==> config.mk <==
export PLATFORM = sky130hd
export DESIGN_NAME = acms_sequencer
export DESIGN_NICKNAME = d
export VERILOG_FILES = /design/src/hw/acms_pkg.sv /design/src/hw/acms_bg_slot.sv /design/src/hw/acms_sequencer.sv
export VERILOG_INCLUDE_DIRS = /design/src /design/src/hw
export SDC_FILE = /design/constraint.sdc
export NUM_CORES = 1
export LEC_CHECK = 0
export BUFFER_PORTS_ARGS = -buffer_cell sky130_fd_sc_hd__clkbuf_2
export CAP_MARGIN = 20
export CORE_MARGIN = 8
export CORE_UTILIZATION = 50
export DETAILED_ROUTE_END_ITERATION = 12
export PLACE_DENSITY = 0.76
export SYNTH_ARGS = -nofsm -noshare
export SYNTH_HDL_FRONTEND = slang
export SYNTH_SLANG_ARGS = --single-unit
==> constraint.sdc <==
create_clock -name mclk -period 6.94 [get_ports mclk]
set_input_delay 2.082 -clock mclk [delete_from_list [all_inputs] [get_ports mclk]]
set_output_delay 2.082 -clock mclk [all_outputs]
set_load 0.03 [all_outputs]
==> src/hw/acms_params.svh <==
// register map, field positions, mode codes and reset values
`ifndef ACMS_PARAMS_SVH
`define ACMS_PARAMS_SVH

`define ACMS_ADDR_W          4
`define ACMS_DATA_W          32
`define ACMS_WORD_W          24

`define ACMS_OFS_CTRL        4'h0
`define ACMS_OFS_DATA        4'h1
`define ACMS_OFS_STATUS      4'h2
`define ACMS_OFS_MASK        4'h3
`define ACMS_OFS_ZCOEF       4'h4
`define ACMS_OFS_FCOEF       4'h5

`define ACMS_MODE_LSB        0
`define ACMS_MODE_MSB        2
`define ACMS_CHAN_LSB        4
`define ACMS_CHAN_MSB        6
`define ACMS_GAIN_LSB        8
`define ACMS_GAIN_MSB        10
`define ACMS_FLAG_BIT        8

`define ACMS_MODE_NORMAL     3'h0
`define ACMS_MODE_BACKGND    3'h5
`define ACMS_MODE_ZEROCAL    3'h6
`define ACMS_MODE_FULLCAL    3'h7

`define ACMS_EVT_W           3
`define ACMS_EVT_WORD        0
`define ACMS_EVT_CALDONE     1
`define ACMS_EVT_BGREFRESH   2

`define ACMS_BG_RATIO        6
`define ACMS_ZCOEF_RST       24'h00_0000
`define ACMS_FCOEF_RST       24'h80_0000
`define ACMS_ZERO32          32'h0000_0000

`endif

==> src/hw/acms_pkg.sv <==
// types shared by the calibration mode sequencer
package acms_pkg;
    typedef enum logic [1:0] {
        ACMS_KIND_CONV,
        ACMS_KIND_ZERO,
        ACMS_KIND_FULL
    } acms_kind_t;

    typedef enum logic [1:0] {
        ACMS_ST_ISSUE,
        ACMS_ST_CONV,
        ACMS_ST_CAL
    } acms_state_t;
endpackage : acms_pkg

==> src/hw/acms_bg_slot.sv <==
// background-calibration slot counter: one conversion then SLOTS-1 cals
`timescale 1ns/10ps
`include "acms_params.svh"
module acms_bg_slot #(
    parameter int SLOTS = `ACMS_BG_RATIO
) (
    // clock and reset
    input  wire logic mclk,
    input  wire logic rst,
    // control
    input  wire logic active,
    input  wire logic cycleDone,
    // result
    output logic      calTurn
);
    localparam int CW = $clog2(SLOTS);

    initial
    begin
        if (SLOTS < 2)
            $error("acms_bg_slot: SLOTS must be at least 2");
    end

    logic [CW-1:0] slot_q;

    always_ff @(posedge mclk or posedge rst)
    begin
        if (rst)
            slot_q <= '0;
        else if (!active)
            slot_q <= '0;
        else if (cycleDone)
            slot_q <= (slot_q == CW'(SLOTS - 1)) ? '0 : slot_q + 1'b1;
    end

    assign calTurn = (slot_q != '0);
endmodule : acms_bg_slot

==> src/hw/acms_sequencer.sv <==
// calibration mode sequencer with register port and interrupt
//
// Operation
// - Code 101 runs background calibration on selected channel until changed.
// - Background mode runs five cals per conversion so word rate drops to one sixth.
// - Background mode interleaves cals and refreshes the zero coefficient without host.
// - Background cals are zero-scale on shorted inputs; never full-scale.
// - Code 110 runs one zero-scale self-cal, selected channel and gain.
// - For 110 ready flag rises at start, falls after cal and new word.
// - Code 111 runs one full-scale self-cal against reference over gain.
// - For 111 ready flag rises at start, falls after cal and new word.
// - After 110 or 111 completes, mode clears to 000 and conversions resume.
// - Code 000 is normal conversion and the reset value.
`timescale 1ns/10ps
`include "acms_params.svh"
module acms_sequencer #(
    parameter int ADDR_W = `ACMS_ADDR_W,
    parameter int WORD_W = `ACMS_WORD_W
) (
    // clock and reset
    input  wire logic                      mclk,
    input  wire logic                      rst,
    // register port
    input  wire logic [ADDR_W-1:0]         regAddr,
    input  wire logic [`ACMS_DATA_W-1:0]   regWdata,
    input  wire logic                      regWr,
    input  wire logic                      regRd,
    output logic      [`ACMS_DATA_W-1:0]   regRdata,
    // conversion engine
    output logic                           convStart,
    output acms_pkg::acms_kind_t           convKind,
    output logic      [2:0]                convChannel,
    output logic      [2:0]                convGain,
    input  wire logic                      convDone,
    input  wire logic [WORD_W-1:0]         convResult,
    // calibration coefficients to the engine
    output logic      [WORD_W-1:0]         zeroCoef,
    output logic      [WORD_W-1:0]         fullCoef,
    // status
    output logic                           conversionReadyFlag,
    output logic                           irq
);
    initial
    begin
        if (ADDR_W < 3 || WORD_W < 1 || WORD_W > `ACMS_DATA_W)
            $error("acms_sequencer: unsupported width");
    end

    function automatic logic hit(input logic [ADDR_W-1:0] a,
                                 input logic [3:0] ofs);
        hit = (a == ADDR_W'(ofs));
    endfunction : hit

    logic [2:0]                  modeCode_q;
    logic [2:0]                  channel_q;
    logic [2:0]                  gain_q;
    logic [WORD_W-1:0]           dataWord_q;
    logic [`ACMS_EVT_W-1:0]      status_q;
    logic [`ACMS_EVT_W-1:0]      mask_q;
    logic [WORD_W-1:0]           zeroCoef_q;
    logic [WORD_W-1:0]           fullCoef_q;
    logic                        flag_q;
    logic                        irq_q;
    logic [`ACMS_DATA_W-1:0]     rdata_q;
    logic                        start_q;
    acms_pkg::acms_kind_t        kind_q;
    logic [2:0]                  convChan_q;
    logic [2:0]                  convGain_q;
    acms_pkg::acms_state_t       state_q;

    logic ctrlWr;
    logic inBg;
    logic calTurn;
    logic wordLoad;
    logic calFinish;
    logic oneStepDone;
    logic issueNow;
    acms_pkg::acms_kind_t nextKind;

    assign ctrlWr    = regWr && hit(regAddr, `ACMS_OFS_CTRL);
    assign inBg      = (modeCode_q == `ACMS_MODE_BACKGND);
    assign wordLoad  = convDone && (state_q == acms_pkg::ACMS_ST_CONV);
    assign calFinish = convDone && (state_q == acms_pkg::ACMS_ST_CAL);
    assign oneStepDone = calFinish && !inBg;
    assign issueNow    = (state_q == acms_pkg::ACMS_ST_ISSUE);

    acms_bg_slot #(
        .SLOTS     (`ACMS_BG_RATIO)
    ) u_slot (
        .mclk      (mclk),
        .rst       (rst),
        .active    (inBg),
        // count issues, not dones: the cycle running at entry is not counted
        .cycleDone (issueNow),
        .calTurn   (calTurn)
    );

    // the mode decides the next cycle; unsupported codes just convert
    always_comb
    begin
        unique case (modeCode_q)
            `ACMS_MODE_ZEROCAL: nextKind = acms_pkg::ACMS_KIND_ZERO;
            `ACMS_MODE_FULLCAL: nextKind = acms_pkg::ACMS_KIND_FULL;
            `ACMS_MODE_BACKGND: nextKind = calTurn ?
                acms_pkg::ACMS_KIND_ZERO : acms_pkg::ACMS_KIND_CONV;
            default:            nextKind = acms_pkg::ACMS_KIND_CONV;
        endcase
    end

    // control register; a host write beats the self-clear in the same cycle
    always_ff @(posedge mclk or posedge rst)
    begin
        if (rst)
        begin
            modeCode_q <= `ACMS_MODE_NORMAL;
            channel_q  <= 3'h0;
            gain_q     <= 3'h0;
        end
        else if (ctrlWr)
        begin
            modeCode_q <= regWdata[`ACMS_MODE_MSB:`ACMS_MODE_LSB];
            channel_q  <= regWdata[`ACMS_CHAN_MSB:`ACMS_CHAN_LSB];
            gain_q     <= regWdata[`ACMS_GAIN_MSB:`ACMS_GAIN_LSB];
        end
        else if (oneStepDone)
            modeCode_q <= `ACMS_MODE_NORMAL;
        // background code is left alone here: and
    end

    // cycle scheduler: one outstanding engine cycle at a time
    always_ff @(posedge mclk or posedge rst)
    begin
        if (rst)
        begin
            state_q    <= acms_pkg::ACMS_ST_ISSUE;
            start_q    <= 1'b0;
            kind_q     <= acms_pkg::ACMS_KIND_CONV;
            convChan_q <= 3'h0;
            convGain_q <= 3'h0;
        end
        else
        begin
            start_q <= 1'b0;
            unique case (state_q)
                acms_pkg::ACMS_ST_ISSUE:
                begin
                    start_q    <= 1'b1;
                    kind_q     <= nextKind;
                    convChan_q <= channel_q;
                    convGain_q <= gain_q;
                    state_q    <= (nextKind == acms_pkg::ACMS_KIND_CONV) ?
                                  acms_pkg::ACMS_ST_CONV :
                                  acms_pkg::ACMS_ST_CAL;
                end
                acms_pkg::ACMS_ST_CONV,
                acms_pkg::ACMS_ST_CAL:
                    if (convDone)
                        state_q <= acms_pkg::ACMS_ST_ISSUE;
            endcase
        end
    end

    // coefficients: host may load them, finished cals overwrite them
    always_ff @(posedge mclk or posedge rst)
    begin
        if (rst)
        begin
            zeroCoef_q <= `ACMS_ZCOEF_RST;
            fullCoef_q <= `ACMS_FCOEF_RST;
        end
        else
        begin
            if (calFinish && kind_q == acms_pkg::ACMS_KIND_ZERO)
                zeroCoef_q <= convResult;
            else if (regWr && hit(regAddr, `ACMS_OFS_ZCOEF))
                zeroCoef_q <= regWdata[WORD_W-1:0];
            if (calFinish && kind_q == acms_pkg::ACMS_KIND_FULL)
                fullCoef_q <= convResult;
            else if (regWr && hit(regAddr, `ACMS_OFS_FCOEF))
                fullCoef_q <= regWdata[WORD_W-1:0];
        end
    end

    always_ff @(posedge mclk or posedge rst)
    begin
        if (rst)
            dataWord_q <= '0;
        else if (wordLoad)
            dataWord_q <= convResult;
    end

    // ready flag is high while no fresh word waits; a load wins over all
    always_ff @(posedge mclk or posedge rst)
    begin
        if (rst)
            flag_q <= 1'b1;
        else if (wordLoad)
            flag_q <= 1'b0;
        else if (state_q == acms_pkg::ACMS_ST_ISSUE &&
                 nextKind != acms_pkg::ACMS_KIND_CONV && !inBg)
            flag_q <= 1'b1;
        else if (regRd && hit(regAddr, `ACMS_OFS_DATA))
            flag_q <= 1'b1;
    end

    // sticky events, write one to clear; a new event wins over the clear
    always_ff @(posedge mclk or posedge rst)
    begin
        if (rst)
        begin
            status_q <= '0;
            mask_q   <= '0;
        end
        else
        begin
            for (int i = 0; i < `ACMS_EVT_W; i++)
            begin
                if (regWr && hit(regAddr, `ACMS_OFS_STATUS) && regWdata[i])
                    status_q[i] <= 1'b0;
            end
            if (wordLoad)
                status_q[`ACMS_EVT_WORD] <= 1'b1;
            if (oneStepDone)
                status_q[`ACMS_EVT_CALDONE] <= 1'b1;
            if (calFinish && inBg)
                status_q[`ACMS_EVT_BGREFRESH] <= 1'b1;
            if (regWr && hit(regAddr, `ACMS_OFS_MASK))
                mask_q <= regWdata[`ACMS_EVT_W-1:0];
        end
    end

    always_ff @(posedge mclk or posedge rst)
    begin
        if (rst)
            irq_q <= 1'b0;
        else
            irq_q <= |(status_q & mask_q);
    end

    // read data stand for exactly the cycle after the strobe
    always_ff @(posedge mclk or posedge rst)
    begin
        if (rst)
            rdata_q <= `ACMS_ZERO32;
        else
        begin
            rdata_q <= `ACMS_ZERO32;
            if (regRd)
            begin
                if (hit(regAddr, `ACMS_OFS_CTRL))
                begin
                    rdata_q[`ACMS_MODE_MSB:`ACMS_MODE_LSB] <= modeCode_q;
                    rdata_q[`ACMS_CHAN_MSB:`ACMS_CHAN_LSB] <= channel_q;
                    rdata_q[`ACMS_GAIN_MSB:`ACMS_GAIN_LSB] <= gain_q;
                end
                else if (hit(regAddr, `ACMS_OFS_DATA))
                    rdata_q[WORD_W-1:0] <= dataWord_q;
                else if (hit(regAddr, `ACMS_OFS_STATUS))
                begin
                    rdata_q[`ACMS_EVT_W-1:0] <= status_q;
                    rdata_q[`ACMS_FLAG_BIT]  <= flag_q;
                end
                else if (hit(regAddr, `ACMS_OFS_MASK))
                    rdata_q[`ACMS_EVT_W-1:0] <= mask_q;
                else if (hit(regAddr, `ACMS_OFS_ZCOEF))
                    rdata_q[WORD_W-1:0] <= zeroCoef_q;
                else if (hit(regAddr, `ACMS_OFS_FCOEF))
                    rdata_q[WORD_W-1:0] <= fullCoef_q;
            end
        end
    end

    assign regRdata            = rdata_q;
    assign convStart           = start_q;
    assign convKind            = kind_q;
    assign convChannel         = convChan_q;
    assign convGain            = convGain_q;
    assign zeroCoef            = zeroCoef_q;
    assign fullCoef            = fullCoef_q;
    assign conversionReadyFlag = flag_q;
    assign irq                 = irq_q;

    // helper: cal starts since the last conversion start in background mode
    logic [3:0] bgCals_q;
    logic       bgRun_q;
    always_ff @(posedge mclk or posedge rst)
    begin
        if (rst)
        begin
            bgCals_q <= 4'h0;
            bgRun_q  <= 1'b0;
        end
        else if (!inBg)
        begin
            bgCals_q <= 4'h0;
            bgRun_q  <= 1'b0;
        end
        else if (start_q && kind_q == acms_pkg::ACMS_KIND_CONV)
        begin
            bgCals_q <= 4'h0;
            bgRun_q  <= 1'b1;
        end
        else if (start_q)
            bgCals_q <= bgCals_q + 4'h1;
    end

    localparam logic [3:0] BG_CALS = 4'(`ACMS_BG_RATIO - 1);
endmodule : acms_sequencer

---- Yosys cells after proc, flatten, opt, wreduce, memory -nomap -nowiden ----
Index checks and enable logic that the tools add are counted.
operators by class
  reduce and logical (&&, ||, !) cells .... 32
  muxes and demuxes ....................... 40
  add/sub/neg operators ................... 1
  bitwise gates (word level) .............. 1
  equal/unequal tests ..................... 15
operators by type and width
  cell                                                 count
  2-to-1 mux 24 bit                                    8
  2-to-1 mux 3 bit                                     10
  2-to-1 mux 21 bit                                    1
  logical AND 1 bit                                    17
  2-to-1 mux 15 bit                                    1
  2-to-1 mux 1 bit                                     14
  nonzero test 2 bit                                   7
  2-to-1 mux 13 bit                                    1
  equality test 3 bit, second input constant           4
  equality test 4 x 2 -> 1 bit, second input constant  2
  equality test 4 x 3 -> 1 bit, second input constant  2
  one-hot mux 2 bit (3 select lines)                   1
  nonzero test 3 bit                                   2
  2-to-1 mux 5 bit                                     1
  equality test 2 x 1 -> 1 bit, second input constant  2
  equality test 2 bit, second input constant           2
  equality test 4 x 1 -> 1 bit, second input constant  1
  logical NOT 2 bit                                    2
  logical NOT 4 bit                                    1
  2-to-1 mux 2 bit                                     2
  one-hot mux 2 bit (2 select lines)                   1
  adder 3 x 1 -> 3 bit, second input constant          1
  AND 3 bit                                            1
  OR reduction 3 bit                                   1
  other kinds (4)                                      4
storage, ports and cells
  input port bits ......................... 65
  output and inout bits ................... 91
  bits in registers ....................... 127
  logic and storage cells ................. 108

---- Logic depth before layout (Yosys ltp) ----
  word-level depth ........................ 8
  gate-level depth with buffers ........... 6
  mapped depth without buffers ............ 5

---- Hierarchy ----
From an unflattened synthesis, not the netlist that was laid out.
second synthesis, totals
  cells, all modules ...................... 590
  area, all modules ....................... 5,851.9 sq um
by module, submodules not included
  module          cells an instance  seq. area each (sq um)  times used  area each (sq um)
  acms_sequencer  577                3,105.5                 1           5,699.2
  acms_bg_slot    13                 75.1                    1           152.6

---- Worst setup path before layout ----
Ideal clock, no wire load.
  path kind ............................... input-to-reg
  start ................................... in regAddr[3]
  end ..................................... reg channel_q[0]
  required time ........................... 6.815 ns
  arrival time ............................ 3.246 ns
  path buffers ............................ 2
  path slack .............................. 3.569 ns
  stages .................................. 5
  setup time .............................. 0.125 ns
  cells stage by stage .................... buf_2 -> or2_1 -> buf_6 -> nor3_4 -> mux2_4
on the way
  word-level cells in the longest chain between the ends .. 2
RTL lines
  item                  RTL line               source
  from (decl)           acms_sequencer.sv:24   input wire logic [ADDR_W-1:0] regAddr,
  logical NOT 4 bit     acms_sequencer.sv:51   hit = (a == ADDR_W'(ofs));
  logical AND 1 bit     acms_sequencer.sv:80   assign ctrlWr = regWr && hit(regAddr, `ACMS_OFS_CTRL);
  to (signal assigned)  acms_sequencer.sv:122  channel_q <= regWdata[`ACMS_CHAN_MSB:`ACMS_CHAN_LSB];
  to (decl)             acms_sequencer.sv:55   logic [2:0] channel_q;
No other way between the ends.
A chain may end at the register's enable or synchronous reset.

---- Worst setup path in the final report ----
  start ................................... in regAddr[2]
  end ..................................... reg zeroCoef_q[18] (netlist: zeroCoef[18])
on the way
  word-level cells in the longest chain between the ends .. 3
RTL lines
  item                          RTL line               source
  equality test 4 x 3 -> 1 bit  acms_sequencer.sv:51
  logical AND 1 bit             acms_sequencer.sv:175  else if (regWr && hit(regAddr, `ACMS_OFS_ZCOEF))
  nonzero test 2 bit (no line)  --
  to (signal assigned)          acms_sequencer.sv:168  zeroCoef_q <= `ACMS_ZCOEF_RST;
  to (signal assigned)          acms_sequencer.sv:174  zeroCoef_q <= convResult;
  to (signal assigned)          acms_sequencer.sv:176  zeroCoef_q <= regWdata[WORD_W-1:0];
  to (decl)                     acms_sequencer.sv:60   logic [WORD_W-1:0] zeroCoef_q;
No other way between the ends.

==> results.toml <==
[run_status]
status = "complete, no violations"

[setup_path]
cp-start-kind = "input port"
cp-startpoint = "regAddr[2]"
crit_path_max_fanout = 52
path_buf_inv = 2
r2r_cells = 6
endpoint = "zeroCoef[18]"
rr_startpoint = "state_q[0]"
crit_type = "in -> reg"
cp-end-kind = "flop"
worstPathArrival_ns = 4.70
worstPathRequired_ns = 7.27
critPathMaxStageDelay_ns = 1.01
critical_path.top_delay_family = "buffers and inverters"
critical_path_cell_count = 5
worstPathCellList = "clkbuf_2 -> nor3b_4 -> buf_4 -> nand3_1 -> a31oi_1"
rrSetupSlack_ns = 5.26
timing.rr.end = "zeroCoef[18]"
cp_slowest_cell = "nor3b_4"

[grt]
grt_pass1_vias = 5363
grt_usage = 0.2290
antenna_found_initial = 1
grt_pass1_wl_mm = 28.95
grt_max_degree = 75
gr-total-overflow = 0

[final_layout]
regArea_um2 = 3181
layout.nets = 796
mostFrequentLayoutCells = "clkbuf_2 (139), dfrtp_1 (125), o21ai_0 (64)"
fillers = 986
multi_input_area_um2 = 2721
antenna_cells = 0
final_common_cell = "clkbuf_2"
synthToLayoutAreaGrowth_pct = 21.48
fin_util = 0.6235
drive_gt1_frac = 0.3054

[timing]
layout_min_cycle_time_ns = 4.370
min_period_over_period = 0.6297
setup_viol = 0
finalHoldViolCount = 0
tns_ns = 0
tightest_slew_ns = 1.067
maxSlewViolCount = 0
grt_setup_unrepaired = "no"
clock_skew_ns = 0.007451
maxSlewHeadroom = 0.2878
fmax_mhz = 228.8

[routing]
wl_met1_mm = 7.609
wl_met2_mm = 8.918
totalWireLength_mm = 18.60
vias = 5419
dr.pass1.iters = 6
ant_nets = 0
wl_met3_mm = 1.752
drt_iter0_drc = 681
via_per_inst = 5.968
top_layer = "met5"
drc = 0
wl_per_cell_um = 20.49

[place]
gp_congestion = 0.8375
dp_hpwl_mm = 12.17
port_buffers = 139

[flow_run]
maxCapViolCount = 0

[power]
power_density_nw_per_um2 = 366.3
ir_drop_mv = 0.1861
leakagePower_uw = 0.003537
p_total_uw = 2755

[clock_network]
cts_setup_buffers = 0
cts_tree = "done"
cts.htree.levels = 4
clk_pin_slew_ns = 0.05
post_cts_resized = 0
numCtsBuffers = 17
cts_buffer_depth = 2
hold_buffers = 0
cts_num_sinks = 127
cts_root_buf = "clkbuf_16"
insertion_delay_ns = 0.42

[yosys]
syn_area_per_cell_um2 = 10.10
synth.top_cell.area_share = 0.5053
syn_area_um2 = 6191
yosys.area.top_type = "dfrtp_1"
syn_inst = 613
synth-edff-count = 0
synth_area_leaders = "dfrtp_1 (51%), mux2_2 (6.5%), o21ai_0 (5.2%)"
synth_seq_area_share = 0.5137
synth_ff_type = "dfrtp_1"
synth_cell_types = 51
ys_warn_count = 0
async_reset_ff_frac = 1.000
ys_ff_latch = 127

[floorplanning]
fp.coreArea_um2 = 12060
fp.dieW_um = 127.3
die_area_um2 = 16200
ioPinCount = 156
die_h_um = 127.3
initial_core_util = 0.5133
rows = 40

[min_path]
hp-class = "reg -> reg"
==> how the worst min path moves through the flow <==
stage | startpoint | to | slack (ns) | cells past startpoint
3_3_place_gp | dataWord_q[16] | dataWord_q[16] | 0.48 | 1
6_report | dataWord_q[11] | dataWord_q[11] | 0.50 | 1
5_1_grt | dataWord_q[8] | dataWord_q[8] | 0.52 | 1
3_5_place_dp | dataWord_q[3] | dataWord_q[3] | 0.49 | 1
2_1_floorplan | mask_q[0] | irq | 0.47 | 2
4_1_cts | dataWord_q[11] | dataWord_q[11] | 0.50 | 1
==> synth_stat cells, types with 4 or more instances <==
cell type    n
nand2b_1     4
buf_2       15
mux2i_1     12
a31oi_1     49
mux2_4       6
o21ai_1      6
inv_1       11
dfrtp_1    125
clkbuf_1    33
o21ai_0     64
nand4b_1     5
mux2_2      36
and3b_1     28
a21oi_1     19
nor2_1      57
nand3_1     52
o22ai_1      6
nand2_1     25
buf_4        9
==> worst register-to-register path, cell delays in order (launching register included) <==
cell and delay, ns:
dfrtp_1 0.34, inv_1 0.07, ha_1 0.27, nand4b_1 0.11, buf_4 0.46, nor2_1 0.13, a31oi_1 0.21
==> area by class of cell <==
cell class                 count  share of cell area
multi-input combinational    421              0.3618
clock inverter                 6             0.01431
tap                          168             0.02795
sequential                   127              0.4229
clock buffer                  25             0.06322
inverter                      11            0.005823
timing repair buffer         150              0.1040
==> state kept, by name (all words and copies together), names as in the netlist, 2 cells and up <==
signal         cells
dataWord_q        24
fullCoef          24
regRdata          24
zeroCoef          24
channel_q          3
convChannel        3
convGain           3
gain_q             3
mask_q             3
modeCode_q         3
status_q           3
u_slot.slot_q      3
convKind           2
state_q            2
==> routing by layer <==
metal | up-vias | track usage
met1 | 2652 | 0.2883
met4 | 2 | 0.09167
met2 | 301 | 0.3616
met5 | - | 0
li1 | 2426 | -
met3 | 38 | 0.06947
==> metrics by stage <==
step | std cells | setup WS, ns | area, um^2 | hold slack, ns
floorplan | 620 | 1.477 | 6217 | 0.4691
finish | 908 | 2.570 | 7521 | 0.4994
global route | 908 | 2.494 | 7521 | 0.5174
detailed placement | 876 | 2.279 | 6927 | 0.4854
CTS | 907 | 2.689 | 7510 | 0.4998
global placement | 876 | 2.390 | 6927 | 0.4791
==> where the power goes <==
| group | internal, uW | total [uW] | switching, uW |
|---|---|---|---|
| clock | 580 | 890 | 310 |
| combinational | 293 | 779 | 486 |
| sequential | 946 | 1090 | 140 |
| total | 1820 | 2760 | 935 |
==> kinds of logic (layout without fill, tap and decap cells) <==
family / count (synthesis) / after routing / share of synthesized area
buf+inv: 72 / 192 / 0.05477
simple gates: 190 / 190 / 0.1675
fa+ha+maj: 3 / 3 / 0.006064
compound gates: 165 / 165 / 0.1564
mux: 54 / 54 / 0.09944
other cells: 1 / 8 / 0.0006057
flops: 127 / 127 / 0.5137
xor+xnor: 1 / 1 / 0.001415
Power figures use the tool's default switching activity.
